$ cat src/shared/hdp_defines.svh
// constants for the host data port: offsets, bit positions, reset values, vectors
`ifndef HDP_DEFINES_SVH
`define HDP_DEFINES_SVH

// core peripheral addresses
`define HDP_ADDR_DATA 16'h3806
`define HDP_ADDR_STAT 16'h3807

// host select codes on the two address pins
`define HDP_HSEL_DATA_LO 2'h0
`define HDP_HSEL_DATA_HI 2'h1
`define HDP_HSEL_STAT_LO 2'h2
`define HDP_HSEL_STAT_HI 2'h3

// status word bit positions
`define HDP_BIT_WAITEN 10
`define HDP_BIT_RDMASK 9
`define HDP_BIT_WRMASK 8
`define HDP_BIT_USER1 7
`define HDP_BIT_USER0 6
`define HDP_BIT_RDERR 5
`define HDP_BIT_WRERR 4
`define HDP_BIT_STERR 3
`define HDP_BIT_LDERR 2
`define HDP_BIT_RDRDY 1
`define HDP_BIT_WRRDY 0

// status reset value and the mask of program-written bits
`define HDP_STAT_RESET 16'h0301
`define HDP_STAT_RW_MASK 16'h07c0
`define HDP_STAT_ERR_MASK 16'h003c

// core status and interrupt enable masks
`define HDP_SR_IRQ_MASK 16'h0300
`define HDP_SR_OUT_MASK 16'h0200
`define HDP_SR_IN_MASK 16'h0100
`define HDP_EIR_BLOCK_MASK 16'h8000

// interrupt vector table entries
`define HDP_VEC_INPUT 16'h0230
`define HDP_VEC_OUTPUT 16'h0234

// instruction cycles before a global block change takes hold
`define HDP_BLOCK_DELAY 2

`endif

$ cat src/shared/hdp_pkg.sv
// types for the host data port
package hdp_pkg;

  // core access sequencer, one-hot
  typedef enum logic [2:0] {
    HDP_IDLE  = 3'b001,
    HDP_STALL = 3'b010,
    HDP_DONE  = 3'b100
  } hdp_core_state_t;

  // host byte select
  typedef logic [1:0] hdp_hsel_t;

endpackage

$ cat src/design/hdp_host_port.sv
// host data port: byte-wide host side, word-wide core side, handshake and interrupts
// Summary of operation
// - host high-byte write clears write-ready flag
// - same write drives write-ready pin high
// - same write raises host input interrupt
// - core load sets write-ready flag again
// - core load drives write-ready pin low
// - store stalls while wait enabled, read-ready set
// - load stalls while wait enabled, write-ready set
// - stalled store waits for host read, no timeout
// - interrupts deferred while core is stalled
// - output interrupt on read strobe rising, high byte
// - status write sets wait, masks, clears error flags
// - input vector 0x230, output vector 0x234
// - core status bits mask both interrupts
// - global block acts two instruction cycles later
// - read-ready flag readable at status bit one
// - software primes output with a dummy store
// - software disables output interrupt before last word
// - pin mask forces pin high, else follows flag
// - host write while not ready sets sticky error
// - status reads 0x0301 after reset
`timescale 1ns/1ps
`include "hdp_defines.svh"
module hdp_host_port (
  // clock and reset
  input wire logic clk,
  input wire logic rst,
  // core peripheral bus, request held until ack
  input wire logic [15:0] coreAddr,
  input wire logic coreLoad,
  input wire logic coreStore,
  input wire logic [15:0] coreWrData,
  output logic [15:0] coreRdData_ff,
  output logic coreAck_ff,
  output logic coreWait_ff,
  // core interrupt context
  input wire logic [15:0] coreStatusWord,
  input wire logic [15:0] irqEnableWord,
  input wire logic instrStep,
  input wire logic flushIrq,
  output logic irqReq_ff,
  output logic [15:0] irqVector_ff,
  // host pins, strobes active low
  input wire logic hostCsN,
  input wire logic hostRdN,
  input wire logic hostWrN,
  input wire hdp_pkg::hdp_hsel_t hostAddr,
  input wire logic [7:0] hostDataIn,
  output logic [7:0] hostDataOut_ff,
  output logic hostDataOe_ff,
  output logic writeReadyPinN_ff,
  output logic readReadyPinN_ff
);
  import hdp_pkg::*;

  // synchronised host pins
  logic [12:0] hostSync; // {csN, rdN, wrN, addr, data}
  logic csN;
  logic rdN;
  logic wrN;
  hdp_hsel_t hSel;
  logic [7:0] hData;
  logic rdNPrev_ff; // previous read strobe level
  logic wrNPrev_ff; // previous write strobe level
  logic hostRdRise; // end of a host read cycle
  logic hostWrRise; // end of a host write cycle

  // port registers
  logic [15:0] status_ff; // host_port_status
  logic [15:0] inWord_ff; // host_data_in_alias
  logic [15:0] outWord_ff; // host_data_out_alias
  logic [7:0] inLow_ff; // low byte parked until high byte arrives

  // core sequencer
  hdp_core_state_t coreState_ff;
  hdp_core_state_t nxt_coreState;
  logic coreReq;
  logic selData;
  logic selStat;
  logic stall;
  logic doAccess; // one-cycle pulse when an access is carried out
  logic doLoadData;
  logic doStoreData;
  logic doStoreStat;

  // interrupt state
  logic inPend_ff;
  logic outPend_ff;
  logic [`HDP_BLOCK_DELAY-1:0] blockPipe_ff; // block bit seen per instruction step
  logic inSet;
  logic outSet;
  logic inMasked;
  logic outMasked;

  // all host pins cross into clk; strobes idle high
  hdp_sync #(
    .WIDTH(13),
    .INIT(13'h1c00)
  ) u_pin_sync (
    .clk(clk),
    .rst(rst),
    .asyncIn({hostCsN, hostRdN, hostWrN, hostAddr, hostDataIn}),
    .syncOut(hostSync)
  );

  assign csN = hostSync[12];
  assign rdN = hostSync[11];
  assign wrN = hostSync[10];
  assign hSel = hostSync[9:8];
  assign hData = hostSync[7:0];

  // strobe edge history
  always_ff @(posedge clk or posedge rst) begin
    if (rst) begin
      rdNPrev_ff <= 1'b1;
      wrNPrev_ff <= 1'b1;
    end else begin
      rdNPrev_ff <= rdN;
      wrNPrev_ff <= wrN;
    end
  end

  // address and data sync with the strobe, so they are stable at its rise
  assign hostRdRise = rdN & ~rdNPrev_ff & ~csN & wrN;
  assign hostWrRise = wrN & ~wrNPrev_ff & ~csN & rdN;

  // core decode; both words share one address
  assign coreReq = coreLoad | coreStore;
  assign selData = (coreAddr == `HDP_ADDR_DATA);
  assign selStat = (coreAddr == `HDP_ADDR_STAT);

  // wait only when enabled and the word is not ready
  always_comb begin
    stall = 1'b0;
    if (status_ff[`HDP_BIT_WAITEN] && selData) begin
      if (coreStore && status_ff[`HDP_BIT_RDRDY]) begin
        stall = 1'b1;
      end else if (coreLoad && status_ff[`HDP_BIT_WRRDY]) begin
        stall = 1'b1;
      end
    end
  end

  // next state of the core sequencer
  always_comb begin
    nxt_coreState = coreState_ff;
    doAccess = 1'b0;
    unique case (coreState_ff)
      HDP_IDLE: begin
        if (coreReq && stall) begin
          nxt_coreState = HDP_STALL;
        end else if (coreReq) begin
          nxt_coreState = HDP_DONE;
          doAccess = 1'b1;
        end
      end
      HDP_STALL: begin
        // no timeout: only the host emptying or filling the word frees it
        if (!stall) begin
          nxt_coreState = HDP_DONE;
          doAccess = 1'b1;
        end
      end
      HDP_DONE: begin
        nxt_coreState = HDP_IDLE;
      end
      default: begin
        nxt_coreState = HDP_IDLE;
      end
    endcase
  end

  assign doLoadData = doAccess & coreLoad & selData;
  assign doStoreData = doAccess & coreStore & selData;
  assign doStoreStat = doAccess & coreStore & selStat;

  // sequencer state, ack and wait flags
  always_ff @(posedge clk or posedge rst) begin
    if (rst) begin
      coreState_ff <= HDP_IDLE;
      coreAck_ff <= 1'b0;
      coreWait_ff <= 1'b0;
    end else begin
      coreState_ff <= nxt_coreState;
      coreAck_ff <= doAccess;
      coreWait_ff <= (nxt_coreState == HDP_STALL);
    end
  end

  // core read data; unmapped addresses read zero
  always_ff @(posedge clk or posedge rst) begin
    if (rst) begin
      coreRdData_ff <= 16'h0000;
    end else if (doAccess && coreLoad) begin
      if (selData) begin
        coreRdData_ff <= inWord_ff;
      end else if (selStat) begin
        coreRdData_ff <= status_ff & 16'h07ff;
      end else begin
        coreRdData_ff <= 16'h0000;
      end
    end
  end

  // host input bytes; data taken only while the word is free
  always_ff @(posedge clk or posedge rst) begin
    if (rst) begin
      inLow_ff <= 8'h00;
      inWord_ff <= 16'h0000;
    end else if (hostWrRise && status_ff[`HDP_BIT_WRRDY]) begin
      if (hSel == `HDP_HSEL_DATA_LO) begin
        inLow_ff <= hData;
      end else if (hSel == `HDP_HSEL_DATA_HI) begin
        inWord_ff <= {hData, inLow_ff};
      end
    end
  end

  // output word from core stores
  always_ff @(posedge clk or posedge rst) begin
    if (rst) begin
      outWord_ff <= 16'h0000;
    end else if (doStoreData) begin
      outWord_ff <= coreWrData;
    end
  end

  // status word; hardware sets always win over program writes
  always_ff @(posedge clk or posedge rst) begin
    if (rst) begin
      status_ff <= `HDP_STAT_RESET;
    end else begin
      // program-writable fields and clear-only error flags
      if (doStoreStat) begin
        status_ff[10:6] <= coreWrData[10:6];
        status_ff[5:2] <= status_ff[5:2] & coreWrData[5:2];
      end
      // host write to data while not ready is an error
      if (hostWrRise && !hSel[1] && !status_ff[`HDP_BIT_WRRDY]) begin
        status_ff[`HDP_BIT_WRERR] <= 1'b1;
      end
      // host read of data while nothing is ready
      if (hostRdRise && !hSel[1] && !status_ff[`HDP_BIT_RDRDY]) begin
        status_ff[`HDP_BIT_RDERR] <= 1'b1;
      end
      // store over unread output, load of empty input
      if (doStoreData && status_ff[`HDP_BIT_RDRDY]) begin
        status_ff[`HDP_BIT_STERR] <= 1'b1;
      end
      if (doLoadData && status_ff[`HDP_BIT_WRRDY]) begin
        status_ff[`HDP_BIT_LDERR] <= 1'b1;
      end
      // write-ready: core load frees, host high byte fills
      if (doLoadData) begin
        status_ff[`HDP_BIT_WRRDY] <= 1'b1;
      end else if (hostWrRise && hSel == `HDP_HSEL_DATA_HI) begin
        status_ff[`HDP_BIT_WRRDY] <= 1'b0;
      end
      // read-ready: core store fills, host high-byte read empties
      if (doStoreData) begin
        status_ff[`HDP_BIT_RDRDY] <= 1'b1;
      end else if (hostRdRise && hSel == `HDP_HSEL_DATA_HI) begin
        status_ff[`HDP_BIT_RDRDY] <= 1'b0;
      end
    end
  end

  // ready pins follow the registered flags one cycle later unless masked; mask forces high
  always_ff @(posedge clk or posedge rst) begin
    if (rst) begin
      writeReadyPinN_ff <= 1'b1;
      readReadyPinN_ff <= 1'b1;
    end else begin
      writeReadyPinN_ff <= ~(status_ff[`HDP_BIT_WRRDY] & ~status_ff[`HDP_BIT_WRMASK]);
      readReadyPinN_ff <= ~(status_ff[`HDP_BIT_RDRDY] & ~status_ff[`HDP_BIT_RDMASK]);
    end
  end

  // host read data bus; drive only during a selected read
  always_ff @(posedge clk or posedge rst) begin
    if (rst) begin
      hostDataOut_ff <= 8'h00;
      hostDataOe_ff <= 1'b0;
    end else begin
      hostDataOe_ff <= ~csN & ~rdN & wrN;
      unique case (hSel)
        `HDP_HSEL_DATA_LO: hostDataOut_ff <= outWord_ff[7:0];
        `HDP_HSEL_DATA_HI: hostDataOut_ff <= outWord_ff[15:8];
        `HDP_HSEL_STAT_LO: hostDataOut_ff <= status_ff[7:0];
        `HDP_HSEL_STAT_HI: hostDataOut_ff <= status_ff[15:8] & 8'h07;
      endcase
    end
  end

  // interrupt events from the host side
  assign inSet = hostWrRise & (hSel == `HDP_HSEL_DATA_HI) & status_ff[`HDP_BIT_WRRDY];
  assign outSet = hostRdRise & (hSel == `HDP_HSEL_DATA_HI);
  assign inMasked = |(coreStatusWord & `HDP_SR_IN_MASK);
  assign outMasked = |(coreStatusWord & `HDP_SR_OUT_MASK);

  // global block seen through a two-step instruction pipe
  always_ff @(posedge clk or posedge rst) begin
    if (rst) begin
      blockPipe_ff <= '0;
    end else if (instrStep) begin
      blockPipe_ff <= {blockPipe_ff[`HDP_BLOCK_DELAY-2:0],
                       |(irqEnableWord & `HDP_EIR_BLOCK_MASK)};
    end
  end

  // pending requests; masked ones are recorded, flush loses to a new event
  always_ff @(posedge clk or posedge rst) begin
    if (rst) begin
      inPend_ff <= 1'b0;
      outPend_ff <= 1'b0;
      irqReq_ff <= 1'b0;
      irqVector_ff <= 16'h0000;
    end else begin
      irqReq_ff <= 1'b0;
      if (flushIrq) begin
        inPend_ff <= 1'b0;
        outPend_ff <= 1'b0;
      end
      // stalled core takes no interrupt until the wait ends
      if (!blockPipe_ff[`HDP_BLOCK_DELAY-1] && !coreWait_ff && !irqReq_ff
          && !flushIrq && (nxt_coreState != HDP_STALL)) begin
        if (inPend_ff && !inMasked) begin
          inPend_ff <= 1'b0;
          irqReq_ff <= 1'b1;
          irqVector_ff <= `HDP_VEC_INPUT;
        end else if (outPend_ff && !outMasked) begin
          outPend_ff <= 1'b0;
          irqReq_ff <= 1'b1;
          irqVector_ff <= `HDP_VEC_OUTPUT;
        end
      end
      if (inSet) begin
        inPend_ff <= 1'b1;
      end
      if (outSet) begin
        outPend_ff <= 1'b1;
      end
    end
  end
endmodule // hdp_host_port

$ cat src/design/hdp_sync.sv
// two-flop synchroniser for a bundle of host pins
`timescale 1ns/1ps
module hdp_sync #(
  parameter int WIDTH = 1,
  parameter logic [WIDTH-1:0] INIT = '0
) (
  // clock and reset
  input wire logic clk,
  input wire logic rst,
  // asynchronous level in, synchronous level out
  input wire logic [WIDTH-1:0] asyncIn,
  output logic [WIDTH-1:0] syncOut
);
  logic [WIDTH-1:0] meta_ff; // first stage, read only by the second

  // two stages; reset value keeps strobes idle
  always_ff @(posedge clk or posedge rst) begin
    if (rst) begin
      meta_ff <= INIT;
      syncOut <= INIT;
    end else begin
      meta_ff <= asyncIn;
      syncOut <= meta_ff;
    end
  end
endmodule // hdp_sync

$ cat config.mk
export PLATFORM = sky130hd
export DESIGN_NAME = hdp_host_port
export DESIGN_NICKNAME = d
export VERILOG_FILES = /design/src/shared/hdp_pkg.sv /design/src/design/hdp_host_port.sv /design/src/design/hdp_sync.sv
export VERILOG_INCLUDE_DIRS = /design/src /design/src/shared
export SDC_FILE = /design/constraint.sdc
export NUM_CORES = 1
export LEC_CHECK = 0
export BUFFER_PORTS_ARGS = -buffer_cell sky130_fd_sc_hd__buf_4
export CORE_UTILIZATION = 45
export CTS_CLUSTER_SIZE = 40
export DETAILED_ROUTE_END_ITERATION = 16
export MAX_ROUTING_LAYER = met4
export PLACE_DENSITY = 0.71
export SETUP_SLACK_MARGIN = 0.3
export SLEW_MARGIN = 0
export SYNTH_ARGS = -nofsm -noshare
export SYNTH_HDL_FRONTEND = slang
export SYNTH_HIERARCHICAL = 1
export SYNTH_SLANG_ARGS = --single-unit
$ cat constraint.sdc
create_clock -name clk -period 3.85 [get_ports clk]
set_clock_uncertainty 0.1 [all_clocks]
set_input_delay 0.385 -clock clk [delete_from_list [all_inputs] [get_ports clk]]
set_output_delay 0.385 -clock clk [all_outputs]
set_load 0.02 [all_outputs]
==> results of run 1 <==
## cell type report
cell class,instances,area (um^2),share of cell area [%]
Timing Repair Buffer,119,965.9,15.68
Inverter,4,16.27,0.2640
Sequential cell,118,2970,48.21
Multi-Input combinational cell,186,1449,23.52
Tap cell,133,166.4,2.701
Clock buffer,18,417.9,6.783
Clock inverter,14,175.2,2.843
## worst max-delay path, delay by kind of cell, from the launching register on
kind,cells,cell delay [ns]
flops,1,0.54
mux,1,0.55
simple gates,3,1.12
## routing by layer
metal	vias to the layer above	routed length (um)	GRT usage, %	part of all wire, %
li1	1367	-	-	-
met1	1456	4072	24.33	45
met2	73	4441	31.33	49
met3	6	399	6.644	4.4
met4	0	73	6.826	0.81
met5	-	0	-	0
## per-stage QoR
| stage | area, um^2 | hold WS, ns | util (%) |
|---|---|---|---|
| 2_1_floorplan | 4613 | 0.2312 | - |
| 3_3_place_gp | 5278 | 0.2314 | 53.75 |
| 3_5_place_dp | 5278 | 0.2347 | 53.75 |
| 4_1_cts | 6161 | 0.002134 | 62.74 |
| 5_1_grt | 6161 | 0.004889 | 62.74 |
| 6_report | 6161 | 0.01899 | 62.74 |
## where the power goes
group | leakage [nW] | switching, mW | internal, mW | total (mW)
registers | 1.53 | 0.0331 | 1.29 | 1.33
clock network | 0.282 | 0.559 | 0.989 | 1.55
logic | 1.24 | 0.129 | 0.111 | 0.240
total | 3.05 | 0.721 | 2.39 | 3.11
## sequential cells by signal (all words and copies together) (netlist names), 2 cells and up
register,flops
status_ff,11
hostDataOut_ff,8
irqVector_ff,2
inWord_ff,16
u_pin_sync/meta_ff,13
u_pin_sync/syncOut,13
coreRdData_ff,16
outWord_ff,16
coreState_ff,3
inLow_ff,8
blockPipe_ff,2
## cells by family (layout without fill, tap and decap cells)
kind of cell,Yosys count,in the layout,synth area share (%)
and+or+nand+nor,83,83,11.03
DFF,118,118,64.97
other,1,12,0.08202
AOI/OAI and AO/OA,35,35,5.337
muxes,55,55,14.15
xor gates and xnor gates,1,1,0.1916
buffers and inverters,28,155,4.242
## layout by cell type (no fill, tap or decap), types with 6 or more instances in the layout
master                          instances
sky130_fd_sc_hd__dfrtp_1              104
sky130_fd_sc_hd__buf_4                 90
sky130_fd_sc_hd__mux2_2                47
sky130_fd_sc_hd__nand2_1               31
sky130_fd_sc_hd__dlygate4sd3_1         29
sky130_fd_sc_hd__clkbuf_16             16
sky130_fd_sc_hd__dfstp_2               14
sky130_fd_sc_hd__a22oi_1               12
sky130_fd_sc_hd__o21ai_0               12
sky130_fd_sc_hd__conb_1                12
sky130_fd_sc_hd__nand2b_1               7
sky130_fd_sc_hd__nor2_1                 6
## final timing paths
path,startpoint,to,slack [ns]
max,u_pin_sync/syncOut[9]$_DFF_PP0_,inWord_ff[10]$_DFFE_PP0P_,1.40
min,coreWrData[5],outWord_ff[5]$_DFFE_PP0P_,0.02
max reg2reg,u_pin_sync/syncOut[9]$_DFF_PP0_,inWord_ff[10]$_DFFE_PP0P_,1.40
min reg2reg,u_pin_sync/meta_ff[2]$_DFF_PP0_,u_pin_sync/syncOut[2]$_DFF_PP0_,0.25
max in group asynchronous,rst,writeReadyPinN_ff$_DFF_PP1_,2.56
min in group asynchronous,rst,hostDataOe_ff$_DFF_PP0_,0.26
==> results, run 1 <==
- The count of input and output buffers is 87.
- For this run, asynchronously set or reset flops after synthesis account for 100.0%.
- The top cell type by area accounts for 56.92% of the synthesized area.
- STA puts the critical path data arrival time at 2.74 ns.
- The count of flip-flops with a built-in enable after synthesis is 0.
- The maximum resistive drop on vdd is ~0.37 mV.
- Setup repair after global routing left no endpoint under its margin.
- The final weighted congestion in routability-driven placement is roughly 0.8.
- STA puts the critical path data required time at about 4.1 ns.
- The total track usage is 19.96%.
- The post-layout total power is slightly above 3 mW.
- For this design, the slowest cell found on the critical path is sky130_fd_sc_hd__nand3_1.
- The wire length reported by the detailed router is 8.986 mm.
- The die extent in y is about 100 um.
- The clock root buffer master is sky130_fd_sc_hd__clkbuf_8.
- The number of hold buffers added after CTS was 29.
- The via count of the first global-routing pass came to 3035.
- The length in cells of the worst reg-to-reg path is 4.
- The final hold violation count is 0.
- The max-capacitance violation count is 0.
- The remaining global-route overflow is 0.
- Among all flip-flop cells after synthesis, the most frequent one is sky130_fd_sc_hd__dfrtp_1.
- The number of nets at the end of the flow is between 500 and 600.
- For the finished layout, the period the worst path requires is 2.446 ns.
- Measured against its own limit, the worst slew margin works out to 37.84%.
- The post-route clock period utilization is 63.53%.
- The starting density of the core is between 40% and 50%.
- Fill cells in the final layout number 778.
- The depth of the CTS H-tree is 4.
- The post-place setup slack is 1.225 ns.
- The worst hold path belongs to the class input port to flop.
- Sorting the synthesized cells by area gives the leading types as sky130_fd_sc_hd__dfrtp_1, sky130_fd_sc_hd__mux2_2, sky130_fd_sc_hd__dfstp_2.
- The number of antenna diodes in the final layout is 0.
- The clock-pin transition on the worst setup and hold timing paths is 0.06 ns.
- Once the clock tree was built, the setup fixing pass inserted 0 buffers.
- The clock tree buffer depth is 2.
- The total CTS buffers is 17.
- Relative to the synthesized area, the layout overhead comes to 34.76%.
- The highest fanout seen on the critical path is 17.
- TritonCTS built the clock tree.
- In the synthesized netlist, the cells that appear most often are sky130_fd_sc_hd__dfrtp_1, sky130_fd_sc_hd__mux2_2, sky130_fd_sc_hd__nand2_1, sky130_fd_sc_hd__buf_4, sky130_fd_sc_hd__dfstp_2.
- The setup TNS after final layout is 0 ns.
- The cell count after synthesis is 321.
- The insertion delay of the later-clocked pin in the worst-skew pair is 0.52 ns.
- The die covers 10570 um^2.
- The overall via count from detail_route is 2902.
- Setup violations remaining at the end of the flow were counted as 0.
- The first global-routing pass estimated 14.76 mm of wire.
- Each instance of the synthesized netlist takes up on average 14.24 um^2.
- The largest total area in the synthesized netlist belongs to sky130_fd_sc_hd__dfrtp_1.
- The sequential area share after synthesis is 64.97%.
- The placed wire-length estimate is 5.823 mm.
- The critical path goes through nand4bb_4, nor2_1, nand3_1, mux2_2.
- The DRC violation total after the first TritonRoute iteration is 108.
- The number of max-slew violations in the final report is 0.
- At the pin with the least slew margin, the transition time is a little over 0.9 ns.
- Dividing the detail-routed wire length by the instance count gives 15.18 um.
- 129 I/O pins were placed.
- The analysis attributes to cell leakage a power of a little over 3 nW.
- The number of storage elements in the synthesis netlist is 118.
- The mapped netlist covers 4572 um^2.
- The number of iterations in the first detailed-routing pass is 4.
- The type of destination of the critical path is a flop.
- Once routing completed, OpenROAD measured the worst setup slack at 1.404 ns.
- The clock net in this run drives a total of 118 sinks.
- The worst hold path passes through 2 cells.
- The run finished with clean final reports.
- The per-cell via count in the routed design is 4.902.
- The Yosys step of the flow raised 6 warnings.
- Entering global routing, the biggest net connects 45 pins.
- For this run, design rule violations remaining after detail routing come to 0.
- Based on the critical path, the design can be clocked at up to between 400 and 500 MHz.
- The detail route stage leaves a number of antenna-violating nets equal to 0.
- After detailed placement, the design holds a cell count of 531.
- The number of placement rows is 36.
- The type of the worst setup path is flop to flop.
- The delay contributed by the slowest stage of the critical path is 0.67 ns.
- In this run, post-CTS repair resized a total of 0 instances.
- After synthesis, the netlist uses 47 different library cells.
- Cells with a size suffix above 1 make up 44.66% of the layout.
- The horizontal die dimension is 102.8 um.
- By instance count, the leading cell after synthesis is sky130_fd_sc_hd__dfrtp_1.
- The final cell count without fillers is between 500 and 600.
- The power density over the cells is 505.2 nW/um^2.
- The worst setup path is launched from a flop.
- The initial antenna violation count is 0.
- The area of the placeable core is 9819 um^2.
Power figures use the tool's default switching activity.
==> run 2: changes to the inputs <==
==> constraint.sdc (replaced) <==
create_clock -name clk -period 2.39 [get_ports clk]
set_clock_uncertainty 0.1 [all_clocks]
set_input_delay 0.239 -clock clk [delete_from_list [all_inputs] [get_ports clk]]
set_output_delay 0.239 -clock clk [all_outputs]
set_load 0.02 [all_outputs]
==> run 2 against run 1 <==
Against the previous run:
- sequential power up 59%
- wire length is 4.1% higher
- clock power up 65%
- core utilization rose by 2.0 points
- critical path depth is 2 higher
- count of clock-buffer cells in the layout grew 3
- first-iteration DRC count fell by 11%
- final area is 3.1% higher
- largest power group unchanged
- highest routed layer unchanged
==> results, run 2 (synthesis gave the netlist of run 1 again) <==
- The post-detailed-route DRC marker count is 0 (unchanged).
- The power density over the cells came to 804.3 nW/um^2 (+59%).
- The highest fanout seen on the critical path came to 18 (+1).
- The final setup slack of the worst path came to 0.3974 ns (-1.007 ns).
- The type of destination of the critical path is a flop.
- The antenna diode instance count is 0 (unchanged).
- The post-route clock period utilization came to 83.37% (+20 points).
- Compared with the post-synthesis result, the final layout area differs by 38.97%.
- Setup repair after global routing left no endpoint under its margin.
- The setup path with the least slack is of type flop to flop.
- The count of clock tree sinks is 118 (unchanged).
- The arrival time at the worst endpoint came to 2.29 ns (-0.45 ns).
- The area of the placeable core is 9819 um^2 (unchanged).
- The final hold violation count came to 0 (unchanged).
- The area of the die is 10570 um^2 (unchanged).
- The most common cell after layout, fill and taps aside is sky130_fd_sc_hd__dfrtp_1.
- The starting density of the core is 46.56% (unchanged).
- The initial antenna violation count is 0 (unchanged).
- The overall via count from detail_route is 2941 (+1.3%).
- The run finished with clean final reports.
- The final weighted congestion in routability-driven placement is 0.7902 (-3.4%).
- The placed wire-length estimate is 5.999 mm (+3.0%).
- The post-detailed-route count of antenna-violating nets came to 0 (unchanged).
- The wire length reported by the detailed router is 9.357 mm (+4.1%).
- The clock tree buffer depth is 2 (unchanged).
- The number of nets at the end of the flow is 546 (+3.2%).
- The worst-margin pin slew was 0.8174 ns (-0.1124 ns).
- The remaining global-route overflow came to 0 (unchanged).
- In the final layout, the registers with the most flip-flops are coreRdData_ff: 16 flops, inWord_ff: 16 flops, outWord_ff: 16 flops.
- Walking the worst path, the cells encountered are a22oi_1, nand2b_1, nor2b_1, nand2_1, buf_6, mux2_2.
- The number of iterations in the first detailed-routing pass is 4 (unchanged).
- The final critical delay including setup and external delays is 1.993 ns (-0.4535 ns).
- The setup TNS after final layout is 0 ns (unchanged).
- The worst slew margin relative to its limit was 45.44% (+7.6 points).
- The DRC violation total after the first TritonRoute iteration was 96 (-11%).
- The clock-pin transition on the worst setup and hold timing paths is 0.06 ns (about the same).
- The tree is rooted in a sky130_fd_sc_hd__clkbuf_8.
- The insertion delay of the later-clocked pin in the worst-skew pair came to 0.51 ns (about the same).
- The max-capacitance violation count is 0 (unchanged).
- The total CTS buffers is 17 (unchanged).
- The number of max-slew violations in the final report is 0 (unchanged).
- The number of placement rows came to 36 (unchanged).
- The delay contributed by the slowest stage of the critical path is 0.62 ns (-0.05 ns).
- The TritonCTS clock tree is yes.
- The total track usage came to 20.23% (+0.27 points).
- Grouping stages by cell kind, the critical path spends the most delay in flip-flops.
- In the layout the commonest cells are sky130_fd_sc_hd__dfrtp_1, sky130_fd_sc_hd__buf_4, sky130_fd_sc_hd__mux2_2.
- The fmax was 501.9 MHz (+23%).
- The first-pass GRT wire length is 15.12 mm (+2.4%).
- The fraction of layout cells with a size suffix above 1 came to 44.96% (+0.30 points).
- The largest net degree at the start of global routing is 39 (-13%).
- The cell area after layout is 6354 um^2 (+3.1%).
- The worst setup path is launched from a flop.
- The per-cell via count in the routed design came to 4.829 (-1.5%).
- The leakage power of the design was 3.138 nW (+2.8%).
- The via count of the first global-routing pass was 3119 (+2.8%).
- The boundary pin count is 129 (unchanged).
- The post-place setup slack was 0.2331 ns (-0.9915 ns).
- The count of input and output buffers is 87 (unchanged).
- The data required time of the worst path is 2.68 ns (-1.46 ns).
- In this run the worst hold path is classified as input port to flop.
- The horizontal die dimension is 102.8 um (unchanged).
- The average routed wire per standard cell is 15.36 um (+1.2%).
- The die extent in y is 102.8 um (unchanged).
- The highest-delay cell along the critical path is sky130_fd_sc_hd__dfstp_2.
- The depth of the CTS H-tree was 4 (unchanged).
- The maximum resistive drop on vdd came to 0.5949 mV (+59%).
- The buffer and inverter count on the worst path was 1 (+1).
- The tightest hold margin is 0.07537 ns (+0.05638 ns).
- The cell area after placement was 5373 um^2 (+1.8%).
- The final setup violation count was 0 (unchanged).
- The count of buffers added by post-CTS timing repair for setup is 0 (unchanged).
- The count of fill cells added during filler insertion is 730 (-6.2%).
==> run 2: cell count changes in the layout (fill, tap and decap cells not counted), sizes merged <==
cell / previous run / this run
dlygate4sd3: 29 / 37
clkinv: 7 / 3
clkinvlp: 3 / 5
clkbuf: 18 / 21
buf: 90 / 99
inv: 5 / 4
==> run 2: layer usage <==
layer,vias up,global-route usage (%),share of wire (%)
met5,-,-,0
met4,0,6.609,0.96
met3,9,6.034,4.7
met2,87,32.87,50
met1,1452,24.26,44
li1,1393,-,-
==> run 2: final timing paths <==
check                                                      from                               end  slack, ns  depth (start not counted)
worst max-delay path                   status_ff[0]$_DFFE_PP1P_         outWord_ff[3]$_DFFE_PP0P_       0.40                          6
worst min-delay path                                coreAddr[3]             coreWait_ff$_DFF_PP0_       0.08                          4
worst max register to register         status_ff[0]$_DFFE_PP1P_         outWord_ff[3]$_DFFE_PP0P_       0.40                          6
worst min register to register  u_pin_sync/meta_ff[6]$_DFF_PP0_   u_pin_sync/syncOut[6]$_DFF_PP0_       0.25                          0
max in group asynchronous                                   rst  u_pin_sync/syncOut[10]$_DFF_PP1_       1.16                          4
min in group asynchronous                                   rst     coreRdData_ff[13]$_DFFE_PP0N_       0.26                          3
==> run 2: layout make-up <==
class | instances | area, um^2 | area share, %
inverters | 4 | 18.77 | 0.2954
well taps | 133 | 166.4 | 2.619
clock buffers | 21 | 459.2 | 7.227
repair buffers | 136 | 1142 | 17.98
multi-input cells | 186 | 1449 | 22.80
clock inverters | 11 | 147.6 | 2.324
flip-flops and latches | 118 | 2970 | 46.75
==> run 2: power breakdown <==
group	leakage (nW)	internal [mW]	switching [mW]
combinational	1.32	0.199	0.228
clock	0.287	1.67	0.893
sequential	1.53	2.08	0.0387
==> run 2: tightest hold or removal path, stage by stage <==
cell	delay, ns
sky130_fd_sc_hd__buf_4	0.09
sky130_fd_sc_hd__or4b_4	0.13
sky130_fd_sc_hd__nor4_1	0.06
sky130_fd_sc_hd__and3_1	0.13
==> run 2: repair_timing <==
item	4_1_cts	5_1_grt
endpoints found under the setup margin	0	11
gates resized for setup	0	1
hold buffers	37	0
endpoints found under the hold margin	85	0
==> run 2: stage by stage <==
step	util, %	power, mW	cells
6_report	64.70	5.110	609
5_1_grt	64.70	5.283	609
4_1_cts	64.67	5.149	609
3_5_place_dp	54.71	2.533	540
3_3_place_gp	54.71	2.520	540
2_1_floorplan	-	2.363	332
